## config.mk

```make
export PLATFORM = sky130hd
export DESIGN_NAME = lcp_top
export DESIGN_NICKNAME = d
export VERILOG_FILES = /design/src/logic/lcp_clk_div.v /design/src/logic/lcp_mod_gen.v /design/src/logic/lcp_top.v
export VERILOG_INCLUDE_DIRS = /design/src /design/src/logic
export SDC_FILE = /design/constraint.sdc
export NUM_CORES = 1
export LEC_CHECK = 0
export BUFFER_PORTS_ARGS = -buffer_cell sky130_fd_sc_hd__buf_2
export CAP_MARGIN = 0
export CORE_MARGIN = 3
export CORE_UTILIZATION = 45
export CTS_BUF_LIST = sky130_fd_sc_hd__clkbuf_2
export DETAILED_ROUTE_END_ITERATION = 10
export PLACE_DENSITY = 0.75
export SETUP_SLACK_MARGIN = 0.02
export SLEW_MARGIN = 20
export SYNTH_ARGS = -nofsm -noshare
export SYNTH_HDL_FRONTEND = slang
export SYNTH_HIERARCHICAL = 1
export SYNTH_SLANG_ARGS = --single-unit
```

## constraint.sdc

```tcl
create_clock -name sys_clk -period 5.1 [get_ports sys_clk]
set_clock_uncertainty 0.1 [all_clocks]
set_input_delay 1.02 -clock sys_clk [delete_from_list [all_inputs] [get_ports sys_clk]]
set_output_delay 1.02 -clock sys_clk [all_outputs]
set_load 0.01 [all_outputs]
```

## src/logic/lcp_defines.vh

```
// Behaviour
// memory clock from bus clock, divide field bits 5-4: 1, 2, 3 or 4
// software writes zero to reserved bit 0 of memory clock register
// pixel divide field bits 6-4: 1,2,3,4,8; codes 101-111 reserved
// pixel source bits 1-0: memory, bus, primary or secondary input clock
// passive panels, modulation rate zero: modulation toggles every frame pulse
// modulation rate n non-zero: toggle every n line pulses, counted continuously
// bit 7 picks 8-bit mono passive data format one or two
// bit 6 picks monochrome when zero, colour when one
// width bits 5-4: passive 4/8/16, active 9/12/18, code 11 reserved
// memory clock register resets to zero, memory clock equals bus clock
// panel type bits 1-0: passive, active, direct reflective, 11 reserved
// bit 3 picks direct reflective resolution, ignored for other types
// writing modulation rate restarts the modulation line counter
`ifndef LCP_DEFINES_VH
`define LCP_DEFINES_VH

// =====================================================
// register map, byte addresses
`define LCP_ADDR_W 4
`define LCP_OFS_MEM_CLK 4'h4
`define LCP_OFS_PIX_CLK 4'h8
`define LCP_OFS_PANEL 4'hC
`define LCP_REG_RESET 32'h00000000

// =====================================================
// field positions
`define LCP_MCLK_DIV_HI 5
`define LCP_MCLK_DIV_LO 4
`define LCP_PDIV_HI 6
`define LCP_PDIV_LO 4
`define LCP_PSRC_HI 1
`define LCP_PSRC_LO 0
`define LCP_MODR_HI 21
`define LCP_MODR_LO 16
`define LCP_FMT_BIT 7
`define LCP_COLOR_BIT 6
`define LCP_WIDTH_HI 5
`define LCP_WIDTH_LO 4
`define LCP_RES_BIT 3
`define LCP_PTYPE_HI 1
`define LCP_PTYPE_LO 0

// =====================================================
// encodings
`define LCP_PSRC_MEM 2'h0
`define LCP_PSRC_BUS 2'h1
`define LCP_PSRC_PRI 2'h2
`define LCP_PSRC_SEC 2'h3
`define LCP_PDIV_1 3'h0
`define LCP_PDIV_2 3'h1
`define LCP_PDIV_3 3'h2
`define LCP_PDIV_4 3'h3
`define LCP_PDIV_8 3'h4
`define LCP_PTYPE_PASSIVE 2'h0
`define LCP_PTYPE_ACTIVE 2'h1
`define LCP_PTYPE_DIRECT 2'h2
`define LCP_WIDTH_W0 2'h0
`define LCP_WIDTH_W1 2'h1
`define LCP_WIDTH_W2 2'h2

`endif

```

## src/logic/lcp_clk_div.v

```verilog
`timescale 1ns/1ps
// =====================================================
// enable divider: one out pulse per (ratio_m1 + 1) in pulses
module lcp_clk_div #(
  parameter W = 3
) (
  input wire sys_clk,
  input wire rst_n,
  input wire restart,
  input wire in_en,
  input wire [W-1:0] ratio_m1,
  output reg out_en
);
  reg [W-1:0] cnt;

  always @(posedge sys_clk) begin
    if (!rst_n || restart) begin
      cnt <= {W{1'b0}};
      out_en <= 1'b0;
    end else begin
      out_en <= 1'b0;
      if (in_en) begin
        if (cnt >= ratio_m1) begin
          cnt <= {W{1'b0}};
          out_en <= 1'b1;
        end else begin
          cnt <= cnt + {{(W-1){1'b0}}, 1'b1};
        end
      end
    end
  end
endmodule // lcp_clk_div

```

## src/logic/lcp_mod_gen.v

```verilog
`timescale 1ns/1ps
// =====================================================
// ac modulation toggle from frame or line count
module lcp_mod_gen #(
  parameter W = 6
) (
  input wire sys_clk,
  input wire rst_n,
  input wire restart,
  input wire enable,
  input wire frame_evt,
  input wire line_evt,
  input wire [W-1:0] rate,
  output reg mod_out
);
  reg [W-1:0] cnt;

  always @(posedge sys_clk) begin
    if (!rst_n) begin
      cnt <= {W{1'b0}};
      mod_out <= 1'b0;
    end else if (restart) begin
      cnt <= {W{1'b0}};
    end else if (enable) begin
      if (rate == {W{1'b0}}) begin
        cnt <= {W{1'b0}};
        if (frame_evt) begin
          mod_out <= ~mod_out;
        end
      end else if (line_evt) begin
        if (cnt >= rate - {{(W-1){1'b0}}, 1'b1}) begin
          cnt <= {W{1'b0}};
          mod_out <= ~mod_out;
        end else begin
          cnt <= cnt + {{(W-1){1'b0}}, 1'b1};
        end
      end
    end
  end
endmodule // lcp_mod_gen

```

## src/logic/lcp_top.v

```verilog
`timescale 1ns/1ps
`include "lcp_defines.vh"
// =====================================================
// lcd clock and panel configuration block
module lcp_top (
  input wire sys_clk,
  input wire rst_n,
  input wire [`LCP_ADDR_W-1:0] avs_address,
  input wire avs_read,
  input wire avs_write,
  input wire [31:0] avs_writedata,
  input wire [3:0] avs_byteenable,
  output reg [31:0] avs_readdata,
  output reg avs_waitrequest,
  input wire primary_input_clock,
  input wire secondary_input_clock,
  input wire frame_pulse,
  input wire line_pulse,
  output reg mem_clk_en,
  output reg pix_clk_en,
  output reg ac_modulation_output,
  output reg pix_div_reserved,
  output reg panel_is_passive,
  output reg panel_is_active,
  output reg panel_is_direct,
  output reg panel_type_reserved,
  output reg direct_res_high,
  output reg panel_color,
  output reg panel_format_two,
  output reg [4:0] panel_data_bits,
  output reg panel_width_reserved
);

  // =====================================================
  // register fields
  reg [1:0] mclk_div;
  reg [2:0] pix_div;
  reg [1:0] pix_src;
  reg [5:0] mod_rate;
  reg fmt_sel;
  reg color_sel;
  reg [1:0] width_sel;
  reg res_sel;
  reg [1:0] panel_type;

  // =====================================================
  // bus handshake
  wire bus_req;
  wire bus_go;
  wire wr_go;
  wire rd_go;
  wire hit_mem;
  wire hit_pix;
  wire hit_panel;
  reg [31:0] next_readdata;

  assign bus_req = avs_read | avs_write;
  assign bus_go = bus_req & avs_waitrequest;
  assign wr_go = avs_write & ~avs_waitrequest;
  assign rd_go = avs_read & avs_waitrequest;
  assign hit_mem = (avs_address == `LCP_OFS_MEM_CLK);
  assign hit_pix = (avs_address == `LCP_OFS_PIX_CLK);
  assign hit_panel = (avs_address == `LCP_OFS_PANEL);

  // one wait cycle, then released for one cycle
  always @(posedge sys_clk) begin
    if (!rst_n) begin
      avs_waitrequest <= 1'b1;
    end else if (bus_go) begin
      avs_waitrequest <= 1'b0;
    end else begin
      avs_waitrequest <= 1'b1;
    end
  end

  // =====================================================
  // register writes
  wire wr_mem_b0;
  wire wr_pix_b0;
  wire wr_pan_b0;
  wire wr_pan_b2;

  assign wr_mem_b0 = wr_go & hit_mem & avs_byteenable[0];
  assign wr_pix_b0 = wr_go & hit_pix & avs_byteenable[0];
  assign wr_pan_b0 = wr_go & hit_panel & avs_byteenable[0];
  assign wr_pan_b2 = wr_go & hit_panel & avs_byteenable[2];

  always @(posedge sys_clk) begin
    if (!rst_n) begin
      mclk_div <= 2'h0;
      pix_div <= 3'h0;
      pix_src <= 2'h0;
      mod_rate <= 6'h00;
      fmt_sel <= 1'b0;
      color_sel <= 1'b0;
      width_sel <= 2'h0;
      res_sel <= 1'b0;
      panel_type <= 2'h0;
    end else begin
      if (wr_mem_b0) begin
        mclk_div <= avs_writedata[`LCP_MCLK_DIV_HI:`LCP_MCLK_DIV_LO];
      end
      if (wr_pix_b0) begin
        pix_div <= avs_writedata[`LCP_PDIV_HI:`LCP_PDIV_LO];
        pix_src <= avs_writedata[`LCP_PSRC_HI:`LCP_PSRC_LO];
      end
      if (wr_pan_b0) begin
        fmt_sel <= avs_writedata[`LCP_FMT_BIT];
        color_sel <= avs_writedata[`LCP_COLOR_BIT];
        width_sel <= avs_writedata[`LCP_WIDTH_HI:`LCP_WIDTH_LO];
        res_sel <= avs_writedata[`LCP_RES_BIT];
        panel_type <= avs_writedata[`LCP_PTYPE_HI:`LCP_PTYPE_LO];
      end
      if (wr_pan_b2) begin
        mod_rate <= avs_writedata[`LCP_MODR_HI:`LCP_MODR_LO];
      end
    end
  end

  // =====================================================
  // register reads, unmapped reads as zero
  always @* begin
    next_readdata = `LCP_REG_RESET;
    if (hit_mem) begin
      next_readdata[`LCP_MCLK_DIV_HI:`LCP_MCLK_DIV_LO] = mclk_div;
    end else if (hit_pix) begin
      next_readdata[`LCP_PDIV_HI:`LCP_PDIV_LO] = pix_div;
      next_readdata[`LCP_PSRC_HI:`LCP_PSRC_LO] = pix_src;
    end else if (hit_panel) begin
      next_readdata[`LCP_MODR_HI:`LCP_MODR_LO] = mod_rate;
      next_readdata[`LCP_FMT_BIT] = fmt_sel;
      next_readdata[`LCP_COLOR_BIT] = color_sel;
      next_readdata[`LCP_WIDTH_HI:`LCP_WIDTH_LO] = width_sel;
      next_readdata[`LCP_RES_BIT] = res_sel;
      next_readdata[`LCP_PTYPE_HI:`LCP_PTYPE_LO] = panel_type;
    end
  end

  always @(posedge sys_clk) begin
    if (!rst_n) begin
      avs_readdata <= `LCP_REG_RESET;
    end else if (rd_go) begin
      avs_readdata <= next_readdata;
    end
  end

  // =====================================================
  // input sampling and edge detect
  reg pri_prev;
  reg sec_prev;
  reg frame_prev;
  reg line_prev;
  wire pri_edge;
  wire sec_edge;
  wire frame_evt;
  wire line_evt;

  always @(posedge sys_clk) begin
    if (!rst_n) begin
      pri_prev <= 1'b0;
      sec_prev <= 1'b0;
      frame_prev <= 1'b0;
      line_prev <= 1'b0;
    end else begin
      pri_prev <= primary_input_clock;
      sec_prev <= secondary_input_clock;
      frame_prev <= frame_pulse;
      line_prev <= line_pulse;
    end
  end

  assign pri_edge = primary_input_clock & ~pri_prev;
  assign sec_edge = secondary_input_clock & ~sec_prev;
  assign frame_evt = frame_pulse & ~frame_prev;
  assign line_evt = line_pulse & ~line_prev;

  // =====================================================
  // memory clock divider
  wire mem_div_out;

  lcp_clk_div #(
    .W(2)
  ) u_mem_div (
    .sys_clk(sys_clk),
    .rst_n(rst_n),
    .restart(wr_mem_b0),
    .in_en(1'b1),
    .ratio_m1(mclk_div),
    .out_en(mem_div_out)
  );

  always @(posedge sys_clk) begin
    if (!rst_n) begin
      mem_clk_en <= 1'b0;
    end else begin
      mem_clk_en <= mem_div_out;
    end
  end

  // =====================================================
  // pixel clock source select and divider
  reg pix_src_en;
  reg [2:0] pix_ratio_m1;
  reg next_pix_reserved;
  wire pix_div_out;

  always @* begin
    case (pix_src)
      `LCP_PSRC_MEM: pix_src_en = mem_div_out;
      `LCP_PSRC_BUS: pix_src_en = 1'b1;
      `LCP_PSRC_PRI: pix_src_en = pri_edge;
      default: pix_src_en = sec_edge;
    endcase
  end

  always @* begin
    next_pix_reserved = 1'b0;
    case (pix_div)
      `LCP_PDIV_1: pix_ratio_m1 = 3'h0;
      `LCP_PDIV_2: pix_ratio_m1 = 3'h1;
      `LCP_PDIV_3: pix_ratio_m1 = 3'h2;
      `LCP_PDIV_4: pix_ratio_m1 = 3'h3;
      `LCP_PDIV_8: pix_ratio_m1 = 3'h7;
      default: begin
        pix_ratio_m1 = 3'h0;
        next_pix_reserved = 1'b1;
      end
    endcase
  end

  lcp_clk_div #(
    .W(3)
  ) u_pix_div (
    .sys_clk(sys_clk),
    .rst_n(rst_n),
    .restart(wr_pix_b0),
    .in_en(pix_src_en),
    .ratio_m1(pix_ratio_m1),
    .out_en(pix_div_out)
  );

  always @(posedge sys_clk) begin
    if (!rst_n) begin
      pix_clk_en <= 1'b0;
      pix_div_reserved <= 1'b0;
    end else begin
      pix_clk_en <= pix_div_out;
      pix_div_reserved <= next_pix_reserved;
    end
  end

  // =====================================================
  // ac modulation for passive panels
  wire is_passive;
  wire mod_bit;

  assign is_passive = (panel_type == `LCP_PTYPE_PASSIVE);

  lcp_mod_gen #(
    .W(6)
  ) u_mod (
    .sys_clk(sys_clk),
    .rst_n(rst_n),
    .restart(wr_pan_b2),
    .enable(is_passive),
    .frame_evt(frame_evt),
    .line_evt(line_evt),
    .rate(mod_rate),
    .mod_out(mod_bit)
  );

  always @(posedge sys_clk) begin
    if (!rst_n) begin
      ac_modulation_output <= 1'b0;
    end else begin
      ac_modulation_output <= mod_bit;
    end
  end

  // =====================================================
  // panel configuration decode
  reg [4:0] next_data_bits;
  reg next_width_reserved;

  always @* begin
    next_width_reserved = 1'b0;
    if (panel_type == `LCP_PTYPE_PASSIVE) begin
      case (width_sel)
        `LCP_WIDTH_W0: next_data_bits = 5'h04;
        `LCP_WIDTH_W1: next_data_bits = 5'h08;
        `LCP_WIDTH_W2: next_data_bits = 5'h10;
        default: begin
          next_data_bits = 5'h00;
          next_width_reserved = 1'b1;
        end
      endcase
    end else begin
      case (width_sel)
        `LCP_WIDTH_W0: next_data_bits = 5'h09;
        `LCP_WIDTH_W1: next_data_bits = 5'h0C;
        `LCP_WIDTH_W2: next_data_bits = 5'h12;
        default: begin
          next_data_bits = 5'h00;
          next_width_reserved = 1'b1;
        end
      endcase
    end
  end

  always @(posedge sys_clk) begin
    if (!rst_n) begin
      panel_is_passive <= 1'b0;
      panel_is_active <= 1'b0;
      panel_is_direct <= 1'b0;
      panel_type_reserved <= 1'b0;
      direct_res_high <= 1'b0;
      panel_color <= 1'b0;
      panel_format_two <= 1'b0;
      panel_data_bits <= 5'h00;
      panel_width_reserved <= 1'b0;
    end else begin
      panel_is_passive <= (panel_type == `LCP_PTYPE_PASSIVE);
      panel_is_active <= (panel_type == `LCP_PTYPE_ACTIVE);
      panel_is_direct <= (panel_type == `LCP_PTYPE_DIRECT);
      panel_type_reserved <= (panel_type == 2'h3);
      direct_res_high <= res_sel & (panel_type == `LCP_PTYPE_DIRECT);
      panel_color <= color_sel;
      panel_format_two <= fmt_sel;
      panel_data_bits <= next_data_bits;
      panel_width_reserved <= next_width_reserved;
    end
  end

endmodule // lcp_top

```

==> results.json <==
{
  "status": "finished, final reports clean",
  "period_share_pct": 55.6,
  "start_util_pct": 47.8,
  "io_buffers": 57,
  "seqCellArea_sq_um": 1380,
  "routed_wl_um": 7060,
  "syn_area_sq_um": 3350,
  "via_per_inst": 5.08,
  "cts_tree": "built",
  "crit_chain": "nor3_2, nand3_1, xor2_1, ha_1, nand2_1, or3_1, a2111oi_2, mux2i_1",
  "cts_inserted_buffers": 9,
  "finalPower_w": 0.00109,
  "avgSynthCellArea_sq_um": 8.87,
  "multi_input_comb_area_sq_um": 1760,
  "hold_path_class": "flop to flop",
  "clock-sinks": 69,
  "cap_violations": 0,
  "syn_inst": 378,
  "path_clk_slew_ns": 0.21,
  "grt_pass1_wl_um": 11700,
  "leakagePower_nw": 1.66,
  "yosysMostFrequentCell": "dfxtp_1",
  "clock_latency_ns": 0.51,
  "hold_viol_final": 0,
  "period_minus_slack_ns": 2.83,
  "post_dp_cell_area_sq_um": 3610,
  "whs_ns": 0.363,
  "crit_path_max_incr_delay_ns": 0.54,
  "final.setup.tns_ns": 0,
  "cts_setup_buffers": 0,
  "synth-edff-count": 0,
  "yosysTopAreaCellShare_pct": 41.2,
  "synth_commonest_cells": "dfxtp_1, nand2_1, nand3_1",
  "die_w_um": 92.3,
  "fin_area_sq_um": 3800,
  "drive_above_1_share_pct": 19.2,
  "ys_warn_count": 6,
  "io_pins": 98,
  "drt_iter0_drc": 124,
  "crit_required_ns": 5.46,
  "worst_slew_pin_slew_ns": 0.905,
  "final.fill_count": 648,
  "drc": 0,
  "rows": 30,
  "rsz0062_at_grt": "no",
  "crit_path_end_kind": "flop",
  "drtPass1Iterations": 4,
  "diodes": 0,
  "dieArea_sq_um": 8530,
  "yosys.area.top_type": "dfxtp_1",
  "crit_arrival_ns": 3.19,
  "ctsResizeCount": 0,
  "slowest_stage": "or3_1",
  "grt_pass1_vias": 2480,
  "worst-setup-path-type": "flop to flop",
  "ant_nets": 0,
  "cts-root-buf": "clkbuf_2",
  "die_h_um": 92.3,
  "wl_per_cell_um": 13.2,
  "path_max_fanout": 10,
  "cts_buffer_depth": 2,
  "slew_viol_final": 0,
  "ys_types": 51,
  "grt_max_degree": 47,
  "setup_violations": 0,
  "relSlewSlack_pct": 39.4,
  "synth.area.top_cells": "dfxtp_1, mux2i_1, nand2_1",
  "ys_seq_area_share_pct": 41.2,
  "holdBufCountCts": 0,
  "cp-start-kind": "flop",
  "antenna_found_initial": 0,
  "fmax_mhz": 353,
  "nets": 495,
  "vias": 2705,
  "core_area_sq_um": 7020,
  "ys_async_sr_fraction_pct": 0,
  "grt_usage_pct": 17.2,
  "place_congestion": 0.758,
  "vdd_drop_max_v": 0.000124,
  "p_per_area_nw_per_um2": 286,
  "synthFlopType": "dfxtp_1",
  "overflow": 0,
  "ys_ff_latch": 69,
  "hpwl_um": 5130,
  "area_growth_syn_to_layout_pct": 13.2,
  "htree_levels": 3
}
per-layer routing:
metal  GRT usage [%]  wire, um  vias up  share of wire, %
met1            22.7      3290     1234                47
li1                -         -     1370                 -
met5               0         0        -                 0
met2            26.2      3130       90                44
met3            5.36       529       11               7.5
met4            6.68       102        0               1.4
per-stage QoR:
| stage | util, % | worst slack [ns] | instances |
|---|---|---|---|
| floorplan | - | 2.65 | 400 |
| global placement | 51.4 | 2.24 | 517 |
| detailed placement | 51.4 | 2.18 | 517 |
| CTS | 54.1 | 2.27 | 533 |
| global route | 54.1 | 2.11 | 533 |
| finish | 54.1 | 2.27 | 533 |
layout make-up:
type / count / area share, %
repair buffers: 58 / 7.71
inverters: 14 / 1.38
clock inverters: 7 / 3.85
flip-flops and latches: 69 / 36.4
well taps: 96 / 3.16
clock buffers: 9 / 1.19
multi-input cells: 280 / 46.3
cells by family after synthesis:
| logic type | share of synthesized area (%) |
|---|---|
| AOI/OAI and AO/OA | 11.3 |
| xor gates and xnor gates | 1.31 |
| adders and majority gates | 5.59 |
| buffers and inverters | 8.80 |
| DFF | 41.2 |
| muxes | 6.64 |
| other | 0.224 |
| and+or+nand+nor | 24.9 |
flip-flops by register name (all words and copies together), names as in the netlist, 2 cells and up:
| register | cells |
|---|---|
| u_pix_div/cnt | 3 |
| pix_src | 2 |
| u_mod/cnt | 6 |
| mod_rate | 6 |
| avs_readdata | 13 |
| pix_div | 3 |
| mclk_div | 2 |
| u_mem_div/cnt | 2 |
| width_sel | 2 |
| panel_data_bits | 5 |
| panel_type | 2 |
worst max-delay path, delay by kind of cell, from the launching register on:
| kind | cells | cell delay, ns |
|---|---|---|
| AO/OA/AOI/OAI | 1 | 0.47 |
| XOR/XNOR | 1 | 0.17 |
| adder cells (fa/ha/maj) | 1 | 0.30 |
| flip-flops | 1 | 0.40 |
| multiplexers | 1 | 0.23 |
| AND/OR/NAND/NOR | 4 | 1.13 |
final timing paths:
| kind | startpoint | to | slack (ns) | depth (start not counted) |
|---|---|---|---|---|
| worst max-delay path | mod_rate[4] | u_mod/mod_out | 2.27 | 8 |
| worst min-delay path | fmt_sel | panel_format_two | 0.36 | 2 |
| worst max register to register | mod_rate[4] | u_mod/mod_out | 2.27 | 8 |
| worst min register to register | fmt_sel | panel_format_two | 0.36 | 2 |
power breakdown:
part	internal, W	switching (W)
Sequential	0.000547	0.00000303
Combinational	0.0000237	0.0000408
Clock	0.000264	0.000208
Total	0.000834	0.000252
layout by cell type (no fill, tap or decap), types with 8 or more instances in the layout:
cell	Yosys	final
a21oi_1	10	10
clkbuf_2	0	9
nor2_1	13	13
mux2i_1	20	20
conb_1	2	24
and2_1	12	12
ha_1	15	15
a21boi_0	12	12
nand2_1	53	53
o21ai_0	13	13
buf_2	2	57
dfxtp_1	69	69
nor2b_1	8	8
nand3_1	28	28
nand2b_1	10	10
nor3_1	8	8
inv_1	14	14
No activity file was read; power rests on OpenSTA's default activity.
